File: config.mk
export PLATFORM = sky130hd
export DESIGN_NAME = port_pin_mux
export DESIGN_NICKNAME = d
export VERILOG_FILES = /design/src/design/gpio_mux_pkg.sv /design/src/design/port_bank.sv /design/src/design/port_pin_mux.sv
export SDC_FILE = /design/constraint.sdc
export NUM_CORES = 1
export LEC_CHECK = 0
export BUFFER_PORTS_ARGS = -buffer_cell sky130_fd_sc_hd__buf_2
export CORE_MARGIN = 8
export CORE_UTILIZATION = 40
export CTS_CLUSTER_DIAMETER = 30
export CTS_CLUSTER_SIZE = 20
export DETAILED_ROUTE_END_ITERATION = 7
export PLACE_DENSITY_LB_ADDON = 0.08
export SYNTH_ARGS = -nofsm -noshare
export SYNTH_HDL_FRONTEND = slang
export SYNTH_HIERARCHICAL = 1
export SYNTH_SLANG_ARGS = --single-unit
File: constraint.sdc
create_clock -name i_mclk -period 2.9 [get_ports i_mclk]
set_input_delay 0.29 -clock i_mclk [delete_from_list [all_inputs] [get_ports i_mclk]]
set_output_delay 0.29 -clock i_mclk [all_outputs]
set_load 0.01 [all_outputs]
File: src/design/gpio_mux_pkg.sv
package gpio_mux_pkg;
	// port widths
	localparam int P0_W = 8;
	localparam int P1_W = 7;
	localparam int P2_W = 8;
	localparam int P3IO_W = 2;
	localparam int P3IN_W = 3;
	localparam int P5IN_W = 2;
	localparam int P5OUT_W = 4;
	localparam int DATA_W = 8;
	// direction bit meaning
	localparam logic DIR_IN = 1'b0;
	localparam logic DIR_OUT = 1'b1;
	// reset values
	localparam logic [7:0] LATCH_RST = 8'h00;
	localparam logic [7:0] DIR_RST = 8'h00;
	localparam logic [7:0] RDATA_RST = 8'h00;
	// alternate function bit positions
	localparam int P1_CLKCTL = 0;
	localparam int P1_BUS1_CLK = 1;
	localparam int P1_BUS2_CLK = 2;
	localparam int P1_BUS1_DAT = 3;
	localparam int P1_BUS2_DAT = 4;
	localparam int P1_TMR2_CLK = 6;
	localparam int P2_SCLK = 0;
	localparam int P2_SOUT = 1;
	localparam int P2_SER_IN = 2;
	localparam int P2_TMR3_CLK = 3;
	localparam int P2_TMR2_CLK = 4;
	localparam int P2_IRQ3 = 5;
	localparam int P2_SUB_IN = 6;
	localparam int P2_SUB_OUT = 7;
	localparam int P3_BUS3_DAT = 0;
	localparam int P3_BUS3_CLK = 1;
	localparam int P3IN_LSB = 5;
	localparam int P5_HSYNC = 0;
	localparam int P5_VSYNC = 1;
	localparam int P5OUT_LSB = 2;
	localparam int P0_AN_LSB = 3;
	// port being accessed
	typedef enum logic [2:0] {SEL_P0, SEL_P1, SEL_P2, SEL_P3, SEL_P5} port_sel_t;
	// one cpu access
	typedef struct packed {
		port_sel_t port;
		logic dir_acc;
		logic wr;
		logic rd;
		logic [DATA_W-1:0] wdata;
	} cpu_req_t;
	// alternate function selects
	typedef struct packed {
		logic i2c_en;
		logic clk_ctl_en;
		logic sio_en;
		logic subclk_en;
		logic osd_en;
	} alt_sel_t;
	// drive requests from the peripherals
	typedef struct packed {
		logic clock_control_out;
		logic bus_ch1_clock;
		logic bus_ch2_clock;
		logic bus_ch1_data;
		logic bus_ch2_data;
		logic bus_ch3_clock;
		logic bus_ch3_data;
		logic sclk_out;
		logic sclk_oe;
		logic sout;
		logic subclock_osc_out;
		logic [P5OUT_W-1:0] osd_colour;
	} periph_drv_t;
	// pin levels handed to the peripherals
	typedef struct packed {
		logic timer_two_ext_clock;
		logic timer_three_ext_clock;
		logic serial_data_in;
		logic sclk_in;
		logic subclock_osc_in;
		logic ext_irq_three;
		logic bus_ch1_clock;
		logic bus_ch2_clock;
		logic bus_ch1_data;
		logic bus_ch2_data;
		logic bus_ch3_clock;
		logic bus_ch3_data;
		logic hsync;
		logic vsync;
		logic [8:1] analog_ch;
	} periph_in_t;
endpackage

File: src/design/port_bank.sv
`timescale 1ns/1ns
module port_bank
	import gpio_mux_pkg::*;
#(
	parameter int W = 8,
	parameter bit OPEN_DRAIN = 1'b0
)(
	input wire logic i_mclk,
	input wire logic i_rst_n,
	input wire logic i_wr_latch,
	input wire logic i_wr_dir,
	input wire logic [W-1:0] i_wdata,
	input wire logic [W-1:0] i_pin,
	output logic [W-1:0] o_latch,
	output logic [W-1:0] o_dir,
	output logic [W-1:0] o_rval,
	output logic [W-1:0] o_out,
	output logic [W-1:0] o_oe
);
	logic [W-1:0] latch_reg; // port latch
	logic [W-1:0] dir_reg; // direction bits
	// latch takes every write, whatever the direction
	always_ff @(posedge i_mclk)
	begin
		if (!i_rst_n)
			latch_reg <= LATCH_RST[W-1:0];
		else if (i_wr_latch)
			latch_reg <= i_wdata;
	end
	// direction bits, all inputs after reset
	always_ff @(posedge i_mclk)
	begin
		if (!i_rst_n)
			dir_reg <= DIR_RST[W-1:0];
		else if (i_wr_dir)
			dir_reg <= i_wdata;
	end
	// read: latch for outputs, pin for inputs
	always_comb
	begin
		for (int b = 0; b < W; b++)
			o_rval[b] = (dir_reg[b] == DIR_OUT) ? latch_reg[b] : i_pin[b];
	end
	// ordinary drive; inputs float
	always_comb
	begin
		if (OPEN_DRAIN)
		begin
			o_out = '0;
			o_oe = dir_reg & ~latch_reg;
		end
		else
		begin
			o_out = latch_reg;
			o_oe = dir_reg;
		end
	end
	assign o_latch = latch_reg;
	assign o_dir = dir_reg;
endmodule

File: src/design/port_pin_mux.sv
`timescale 1ns/1ns
module port_pin_mux
	import gpio_mux_pkg::*;
(
	input wire logic i_mclk,
	input wire logic i_rst_n,
	input wire gpio_mux_pkg::cpu_req_t i_req,
	output logic [gpio_mux_pkg::DATA_W-1:0] o_rdata,
	input wire gpio_mux_pkg::alt_sel_t i_alt,
	input wire gpio_mux_pkg::periph_drv_t i_drv,
	output gpio_mux_pkg::periph_in_t o_periph,
	input wire logic [gpio_mux_pkg::P0_W-1:0] i_p0_pin,
	output logic [gpio_mux_pkg::P0_W-1:0] o_p0_out,
	output logic [gpio_mux_pkg::P0_W-1:0] o_p0_oe,
	input wire logic [gpio_mux_pkg::P1_W-1:0] i_p1_pin,
	output logic [gpio_mux_pkg::P1_W-1:0] o_p1_out,
	output logic [gpio_mux_pkg::P1_W-1:0] o_p1_oe,
	input wire logic [gpio_mux_pkg::P2_W-1:0] i_p2_pin,
	output logic [gpio_mux_pkg::P2_W-1:0] o_p2_out,
	output logic [gpio_mux_pkg::P2_W-1:0] o_p2_oe,
	input wire logic [gpio_mux_pkg::P3IO_W-1:0] i_p3_pin,
	output logic [gpio_mux_pkg::P3IO_W-1:0] o_p3_out,
	output logic [gpio_mux_pkg::P3IO_W-1:0] o_p3_oe,
	input wire logic [gpio_mux_pkg::P3IN_W-1:0] i_p3_in,
	input wire logic [gpio_mux_pkg::P5IN_W-1:0] i_p5_in,
	output logic [gpio_mux_pkg::P5OUT_W-1:0] o_p5_out
);
	import gpio_mux_pkg::*;

	// per-port write strobes
	logic wr_lat0, wr_lat1, wr_lat2, wr_lat3, wr_lat5;
	logic wr_dir0, wr_dir1, wr_dir2, wr_dir3;
	// bank results
	logic [P0_W-1:0] lat0, dir0, rv0, out0, oe0;
	logic [P1_W-1:0] lat1, dir1, rv1, out1, oe1;
	logic [P2_W-1:0] lat2, dir2, rv2, out2, oe2;
	logic [P3IO_W-1:0] lat3, dir3, rv3, out3, oe3;
	logic [P5OUT_W-1:0] p5_latch_reg; // output-only latch
	logic [DATA_W-1:0] rdata_reg; // read data
	logic [DATA_W-1:0] rdata_next;

	// decode writes by port and register kind
	always_comb
	begin
		wr_lat0 = i_req.wr && !i_req.dir_acc && i_req.port == SEL_P0;
		wr_lat1 = i_req.wr && !i_req.dir_acc && i_req.port == SEL_P1;
		wr_lat2 = i_req.wr && !i_req.dir_acc && i_req.port == SEL_P2;
		wr_lat3 = i_req.wr && !i_req.dir_acc && i_req.port == SEL_P3;
		wr_lat5 = i_req.wr && !i_req.dir_acc && i_req.port == SEL_P5;
		wr_dir0 = i_req.wr && i_req.dir_acc && i_req.port == SEL_P0;
		wr_dir1 = i_req.wr && i_req.dir_acc && i_req.port == SEL_P1;
		wr_dir2 = i_req.wr && i_req.dir_acc && i_req.port == SEL_P2;
		wr_dir3 = i_req.wr && i_req.dir_acc && i_req.port == SEL_P3;
	end

	// port zero, open-drain ordinary outputs
	port_bank #(.W(P0_W), .OPEN_DRAIN(1'b1)) u_p0 (
		.i_mclk(i_mclk),
		.i_rst_n(i_rst_n),
		.i_wr_latch(wr_lat0),
		.i_wr_dir(wr_dir0),
		.i_wdata(i_req.wdata[P0_W-1:0]),
		.i_pin(i_p0_pin),
		.o_latch(lat0),
		.o_dir(dir0),
		.o_rval(rv0),
		.o_out(out0),
		.o_oe(oe0)
	);
	// port one, seven bits push-pull
	port_bank #(.W(P1_W), .OPEN_DRAIN(1'b0)) u_p1 (
		.i_mclk(i_mclk),
		.i_rst_n(i_rst_n),
		.i_wr_latch(wr_lat1),
		.i_wr_dir(wr_dir1),
		.i_wdata(i_req.wdata[P1_W-1:0]),
		.i_pin(i_p1_pin),
		.o_latch(lat1),
		.o_dir(dir1),
		.o_rval(rv1),
		.o_out(out1),
		.o_oe(oe1)
	);
	// port two, eight bits push-pull
	port_bank #(.W(P2_W), .OPEN_DRAIN(1'b0)) u_p2 (
		.i_mclk(i_mclk),
		.i_rst_n(i_rst_n),
		.i_wr_latch(wr_lat2),
		.i_wr_dir(wr_dir2),
		.i_wdata(i_req.wdata[P2_W-1:0]),
		.i_pin(i_p2_pin),
		.o_latch(lat2),
		.o_dir(dir2),
		.o_rval(rv2),
		.o_out(out2),
		.o_oe(oe2)
	);
	// port three low pair
	port_bank #(.W(P3IO_W), .OPEN_DRAIN(1'b0)) u_p3 (
		.i_mclk(i_mclk),
		.i_rst_n(i_rst_n),
		.i_wr_latch(wr_lat3),
		.i_wr_dir(wr_dir3),
		.i_wdata(i_req.wdata[P3IO_W-1:0]),
		.i_pin(i_p3_pin),
		.o_latch(lat3),
		.o_dir(dir3),
		.o_rval(rv3),
		.o_out(out3),
		.o_oe(oe3)
	);

	// port five output latch, no direction bits
	always_ff @(posedge i_mclk)
	begin
		if (!i_rst_n)
			p5_latch_reg <= LATCH_RST[P5OUT_W-1:0];
		else if (wr_lat5)
			p5_latch_reg <= i_req.wdata[P5OUT_LSB +: P5OUT_W];
	end

	// read value; unused bits read zero
	always_comb
	begin
		rdata_next = '0;
		case (i_req.port)
			SEL_P0:
				rdata_next[P0_W-1:0] = i_req.dir_acc ? dir0 : rv0;
			SEL_P1:
				rdata_next[P1_W-1:0] = i_req.dir_acc ? dir1 : rv1;
			SEL_P2:
				rdata_next[P2_W-1:0] = i_req.dir_acc ? dir2 : rv2;
			SEL_P3:
			begin
				rdata_next[P3IO_W-1:0] = i_req.dir_acc ? dir3 : rv3;
				if (!i_req.dir_acc)
					rdata_next[P3IN_LSB +: P3IN_W] = i_p3_in;
			end
			SEL_P5:
			begin
				if (!i_req.dir_acc)
				begin
					rdata_next[P5IN_W-1:0] = i_p5_in;
					rdata_next[P5OUT_LSB +: P5OUT_W] = p5_latch_reg;
				end
			end
			default:
				rdata_next = '0;
		endcase
	end

	// read data registered on each read strobe
	always_ff @(posedge i_mclk)
	begin
		if (!i_rst_n)
			rdata_reg <= RDATA_RST;
		else if (i_req.rd)
			rdata_reg <= rdata_next;
	end
	assign o_rdata = rdata_reg;

	// port zero has no drive overrides
	always_comb
	begin
		o_p0_out = out0;
		o_p0_oe = oe0;
	end

	// port one with clock control and bus lines
	always_comb
	begin
		o_p1_out = out1;
		o_p1_oe = oe1;
		if (i_alt.clk_ctl_en)
		begin
			o_p1_out[P1_CLKCTL] = i_drv.clock_control_out;
			o_p1_oe[P1_CLKCTL] = 1'b1;
		end
		if (i_alt.i2c_en)
		begin
			// open-drain: pull low only
			o_p1_out[P1_BUS1_CLK] = 1'b0;
			o_p1_out[P1_BUS2_CLK] = 1'b0;
			o_p1_out[P1_BUS1_DAT] = 1'b0;
			o_p1_out[P1_BUS2_DAT] = 1'b0;
			o_p1_oe[P1_BUS1_CLK] = !i_drv.bus_ch1_clock;
			o_p1_oe[P1_BUS2_CLK] = !i_drv.bus_ch2_clock;
			o_p1_oe[P1_BUS1_DAT] = !i_drv.bus_ch1_data;
			o_p1_oe[P1_BUS2_DAT] = !i_drv.bus_ch2_data;
		end
	end

	// port two with serial and sub-clock pins
	always_comb
	begin
		o_p2_out = out2;
		o_p2_oe = oe2;
		if (i_alt.sio_en)
		begin
			// open-drain clock and data out; data in floats
			o_p2_out[P2_SCLK] = 1'b0;
			o_p2_oe[P2_SCLK] = i_drv.sclk_oe && !i_drv.sclk_out;
			o_p2_out[P2_SOUT] = 1'b0;
			o_p2_oe[P2_SOUT] = !i_drv.sout;
			o_p2_out[P2_SER_IN] = 1'b0;
			o_p2_oe[P2_SER_IN] = 1'b0;
		end
		if (i_alt.subclk_en)
		begin
			o_p2_out[P2_SUB_IN] = 1'b0;
			o_p2_oe[P2_SUB_IN] = 1'b0;
			o_p2_out[P2_SUB_OUT] = i_drv.subclock_osc_out;
			o_p2_oe[P2_SUB_OUT] = 1'b1;
		end
	end

	// port three pair doubles as bus channel three
	always_comb
	begin
		o_p3_out = out3;
		o_p3_oe = oe3;
		if (i_alt.i2c_en)
		begin
			o_p3_out = '0;
			o_p3_oe[P3_BUS3_DAT] = !i_drv.bus_ch3_data;
			o_p3_oe[P3_BUS3_CLK] = !i_drv.bus_ch3_clock;
		end
	end

	// port five outputs, always driven push-pull
	always_comb
	begin
		o_p5_out = i_alt.osd_en ? i_drv.osd_colour : p5_latch_reg;
	end

	// pin levels handed to the peripherals
	always_comb
	begin
		o_periph.timer_two_ext_clock = i_p2_pin[P2_TMR2_CLK] | i_p1_pin[P1_TMR2_CLK];
		o_periph.timer_three_ext_clock = i_p2_pin[P2_TMR3_CLK];
		o_periph.serial_data_in = i_p2_pin[P2_SER_IN];
		o_periph.sclk_in = i_p2_pin[P2_SCLK];
		o_periph.subclock_osc_in = i_p2_pin[P2_SUB_IN];
		o_periph.ext_irq_three = i_p2_pin[P2_IRQ3];
		o_periph.bus_ch1_clock = i_p1_pin[P1_BUS1_CLK];
		o_periph.bus_ch2_clock = i_p1_pin[P1_BUS2_CLK];
		o_periph.bus_ch1_data = i_p1_pin[P1_BUS1_DAT];
		o_periph.bus_ch2_data = i_p1_pin[P1_BUS2_DAT];
		o_periph.bus_ch3_clock = i_p3_pin[P3_BUS3_CLK];
		o_periph.bus_ch3_data = i_p3_pin[P3_BUS3_DAT];
		o_periph.hsync = i_p5_in[P5_HSYNC];
		o_periph.vsync = i_p5_in[P5_VSYNC];
		// analog channels one to eight
		o_periph.analog_ch[4:1] = i_p0_pin[P0_AN_LSB +: 4];
		o_periph.analog_ch[7:5] = i_p2_pin[P2_SER_IN:P2_SCLK];
		o_periph.analog_ch[8] = i_p1_pin[P1_TMR2_CLK];
	end
endmodule

# After elaboration in Yosys (flattened, before gate mapping)
# Index checks and enable logic that the tools add are counted.
dict set report word_totals {
  input_bits 66
  output_inout_bits 84
  elab_cells 86
  reg_bits 62
}
dict set report op_classes {
  n_bitwise 3
  n_eq_ne 4
  reduce_logical 22
  n_mux 47
}
# op n
set op_table {}
lappend op_table {{2-to-1 mux 1 bit} 27}
lappend op_table {{2-to-1 mux 8 bit} 2}
lappend op_table {{logical AND 1 bit} 12}
lappend op_table {{2-to-1 mux 4 bit} 3}
lappend op_table {{case mux 3 bit (4 select lines)} 1}
lappend op_table {{2-to-1 mux 2 bit} 5}
lappend op_table {{case mux 2 bit (5 select lines)} 1}
lappend op_table {{zero test 1 bit} 9}
lappend op_table {{2-to-1 mux 3 bit} 3}
lappend op_table {{AND 8 bit} 1}
lappend op_table {{NOT 8 bit} 1}
lappend op_table {{2-to-1 mux 7 bit} 1}
lappend op_table {{equality test 3 x 2 -> 1 bit (second input constant)} 2}
lappend op_table {{2-to-1 mux 6 bit} 1}
lappend op_table {{case mux 1 bit (5 select lines)} 1}
lappend op_table {{case mux 1 bit (4 select lines)} 1}
lappend op_table {{equality test 3 x 1 -> 1 bit (second input constant)} 1}
lappend op_table {{equality test 3 bit (second input constant)} 1}
lappend op_table {{zero test 3 bit} 1}
lappend op_table {{case mux 1 bit (3 select lines)} 1}
lappend op_table {{bitwise OR 1 bit} 1}

# Logic depth before layout (Yosys ltp)
dict set report depth {
  ltp_word 3
  mapped_depth 8
  ltp_nobuf 5
}

# Hierarchy
# The synthesis kept the hierarchy.
# mod cells_each area_each_um2 n_inst seq_area_each_um2
set modules_own_cells {}
lappend modules_own_cells {port_pin_mux 188 1458.9 1 240.2}
lappend modules_own_cells {{port_bank at u_p2} 75 818.3 1 320.3}
lappend modules_own_cells {{port_bank at u_p0} 76 812.0 1 320.3}
lappend modules_own_cells {{port_bank at u_p1} 66 719.4 1 280.3}
lappend modules_own_cells {{port_bank at u_p3} 18 197.7 1 80.1}

# Worst setup path after synthesis
# No wires, ideal clock.
dict set report synth_path {
  path_kind {in2reg}
  start {in i_req[10] (netlist bit)}
  end {reg u_p1.dir_reg[0] (netlist: u_p1/o_dir[0])}
  t_required_ps 2784
  setup_time_ps 116
  slack_ps 1242
  arrival_ps 1542
  path_stages 8
  path_buffers 4
  cell_sequence {buf_2 -> buf_2 -> buf_2 -> nand2_1 -> nor2_1 -> buf_6 -> mux2i_1 -> nor2b_1}
}
dict set report synth_via {
  elab_chain_cells 2
}
# element line_no
set synth_lines {}
lappend synth_lines {{from (decl)} port_pin_mux.sv:7} ;# input wire gpio_mux_pkg::cpu_req_t i_req,
lappend synth_lines {{logical AND 1 bit (2 in a row)} port_pin_mux.sv:51} ;# wr_dir1 = i_req.wr && i_req.dir_acc && i_req.port == SEL_P1;
lappend synth_lines {{via wr_dir1} port_pin_mux.sv:32} ;# logic wr_dir0, wr_dir1, wr_dir2, wr_dir3;
lappend synth_lines {{to (signal assigned)} port_bank.sv:34} ;# dir_reg <= DIR_RST[W-1:0];
lappend synth_lines {{to (signal assigned)} port_bank.sv:36} ;# dir_reg <= i_wdata;
lappend synth_lines {{to (decl)} port_bank.sv:21} ;# logic [W-1:0] dir_reg;
# The timed path passes the listed nets, and every way through them passes these cells.
# A chain may end at the register's enable or synchronous reset.

# Worst setup path in the final report
dict set report layout_path {
  start {in i_req[10] (netlist bit)}
  end {reg rdata_reg[0] (netlist: o_rdata[0])}
}
dict set report layout_via {
  elab_chain_cells 2
  elab_cells_between_ends 6
  classes_between {6 x mux}
}
# element line_no
set layout_lines {}
lappend layout_lines {{2-to-1 mux 6 bit (tied with other cells)} port_pin_mux.sv:141} ;# if (!i_req.dir_acc)
lappend layout_lines {{case mux 2 bit (5 select lines) *} port_pin_mux.sv:126} ;# case (i_req.port)
lappend layout_lines {{to (signal assigned)} port_pin_mux.sv:158} ;# rdata_reg <= rdata_next;
lappend layout_lines {{to (decl)} port_pin_mux.sv:39} ;# logic [DATA_W-1:0] rdata_reg;
# Mark *: on every way between the ends. The rest lies on a longest branch, timed or not.

==> flow_metrics.py <==
metrics = {
    "worst_setup_path": {
        "critPathKind": "in -> reg",
        "critPathLaunchType": "input port",
        "ff2ff_path_depth": 5,
        "cp.required_ns": 3.10,
        "cp.arrival_ns": 1.90,
        "crit_fanout": 22,
        "setup.worst_path.end_class": "flop",
    },
    "cells_and_area": {
        "syn_to_final_growth_pct": 12.02,
        "num-fill-cells": 1009,
        "final_common_cell": "buf_2",
        "final_core_util_pct": 46.13,
        "stdcell_area_sq_um": 4488,
        "nets": 572,
        "antennaDiodeCount": 0,
        "layout_common_cells": "buf_2, mux2i_1, nor2b_1",
        "drive_above_1_share_pct": 37.52,
    },
    "clock_network": {
        "clockBufferDepth": 2,
        "cts_resized": 0,
        "numCtsBuffers": 9,
        "clock_sinks": 62,
        "tritoncts": "done",
        "htree_levels": 3,
        "clockRootBuffer": "clkbuf_8",
        "clk_pin_slew_ns": 0.07,
        "worstSkewPairLatency_ns": 0.34,
        "hold_buffers": 0,
        "post_cts_buffers": 0,
    },
    "grt": {
        "grt_max_degree": 33,
        "grt.total_usage_pct": 15.96,
        "antenna_found_initial": 0,
        "grt_pass1_vias": 3136,
        "grt_pass1_wl_mm": 16.59,
        "grt_overflow": 0,
    },
    "timing": {
        "finalSetupTns_ns": 0,
        "post-route-period-util_pct": 58.62,
        "rsz0062_at_grt": "false",
        "slew_viol_final": 0,
        "fmax_mhz": 588.2,
        "hold_violations": 0,
        "clock_skew_ns": 0.005954,
        "worst_pin_slew_ns": 0.6475,
        "timing.hold.ws_ns": 0.2755,
        "setup_viol": 0,
        "slew_headroom_pct": 56.83,
        "finalCriticalPeriod_ns": 1.700,
    },
    "die": {
        "fp.dieH_um": 116.1,
        "boundaryPins": 150,
        "start_util_pct": 41.18,
        "die_x_um": 116.1,
        "die-area_sq_um": 13470,
        "rows": 36,
        "core_area_sq_um": 9729,
    },
    "pwr": {
        "p_leak_nw": 1.906,
        "power_density_nw_per_um2": 403.7,
        "p_total_mw": 1.812,
        "vdd_drop_max_uv": 186.1,
    },
    "yosys": {
        "yosysSeqAreaShare_pct": 30.98,
        "synth_area_sq_um": 4006,
        "synthCells": 423,
        "synth.distinct_cells": 40,
        "yosysWarnings": 6,
        "avgSynthCellArea_sq_um": 9.471,
        "ys_ff_latch": 62,
    },
    "placement": {
        "place.detailed.hpwl_mm": 8.562,
        "dpl_cell_area_sq_um": 4333,
        "port_buffers": 141,
        "routabilityCongestion": 0.8009,
    },
    "min_path": {
        "hp-class": "in -> reg",
        "hold_path_depth": 2,
    },
    "route": {
        "routed_wl_mm": 10.95,
        "detail-route-antenna-nets": 0,
        "drc": 0,
        "vias": 3083,
        "routed_via_density": 4.802,
        "wire_per_inst_um": 17.06,
        "drt-initial-drc-count": 119,
        "first_pass_iters": 4,
    },
    "run_status": {
        "outcome": "completed",
    },
    "job": {
        "max-cap-violations": 0,
    },
}
## path summary, 6_finish.rpt
check / from / end / slack [ns]
max reg2reg: u_p1/o_dir[1]$_SDFFE_PN0P_ / o_rdata[1]$_SDFFE_PN0P_ / 1.26
min reg2reg: o_rdata[4]$_SDFFE_PN0P_ / o_rdata[4]$_SDFFE_PN0P_ / 0.47
min: i_req[8] / o_rdata[5]$_SDFFE_PN0P_ / 0.28
max: i_req[10] / o_rdata[0]$_SDFFE_PN0P_ / 1.20
## critical path: stages
cell,delay (ns)
buf_2,0.51
buf_4,0.33
mux2i_1,0.22
o22ai_1,0.09
a2111oi_0,0.37
nor3_1,0.09
## Yosys cell counts
cell type / instances / area [sq um]
mux2i_1: 80 / 800.8
nor2b_1: 71 / 444.2
buf_4: 63 / 473.0
dfxtp_1: 62 / 1241
mux2_2: 24 / 270.3
nor2_1: 18 / 67.56
nand2_1: 15 / 56.30
buf_2: 9 / 45.04
buf_6: 9 / 101.4
inv_1: 8 / 30.03
mux2_1: 8 / 90.09
o22ai_1: 8 / 50.05
a21boi_0: 4 / 30.03
nand3_1: 4 / 20.02
o21ai_1: 4 / 20.02
a211oi_1: 3 / 22.52
nand2b_1: 3 / 18.77
or2_2: 3 / 18.77
a2111oi_0: 2 / 17.52
a21oi_1: 2 / 10.01
nor3_1: 2 / 10.01
o21ai_0: 2 / 10.01
or3b_1: 2 / 17.52
a211oi_2: 1 / 12.51
a22o_1: 1 / 8.760
a22oi_1: 1 / 7.510
a31oi_1: 1 / 6.260
and4b_1: 1 / 10.01
buf_1: 1 / 3.750
clkbuf_1: 1 / 3.750
clkbuf_2: 1 / 5.000
conb_1: 1 / 3.750
nand3b_1: 1 / 7.510
nor3b_1: 1 / 7.510
nor4b_4: 1 / 23.77
o21bai_1: 1 / 7.510
o221a_2: 1 / 11.26
o22a_1: 1 / 8.760
o31ai_1: 1 / 7.510
or3_1: 1 / 6.260
## stage by stage
step / setup WS, ns / cells
2_1_floorplan: 1.242 / 430
3_3_place_gp: 0.8558 / 628
3_5_place_dp: 0.8844 / 628
4_1_cts: 1.238 / 642
5_1_grt: 1.051 / 642
6_report: 1.200 / 642
## layer usage
metal  share of wire (%)  GRT usage (%)
met4                 1.1          5.445
met3                 8.4          3.960
met1                  44          19.84
met2                  46          26.24
met5                   0              0
## report_power, final
part	internal, mW	switching, mW	total (mW)
registers	0.865	0.0107	0.876
logic	0.135	0.156	0.291
clock network	0.322	0.323	0.645
total	1.32	0.490	1.81
## cell type report
| type | instances | area [sq um] | area share [%] |
|---|---|---|---|
| Tap cell | 133 | 166.4 | 3.708 |
| Timing Repair Buffer | 149 | 765.7 | 17.06 |
| Clock buffer | 12 | 145.1 | 3.234 |
| Inverter | 8 | 30.03 | 0.6691 |
| Multi-Input combinational cell | 276 | 2130 | 47.45 |
| Sequential cell | 62 | 1241 | 27.66 |
| Clock inverter | 2 | 10.01 | 0.2230 |
## cell families after synthesis
family / synth area share, %
AND/OR/NAND/NOR: 17.68
AO/OA/AOI/OAI: 5.747
multiplexers: 28.98
flip-flops: 30.98
other: 0.09360
buffers and inverters: 16.52
No activity file was read; power rests on OpenSTA's default activity.
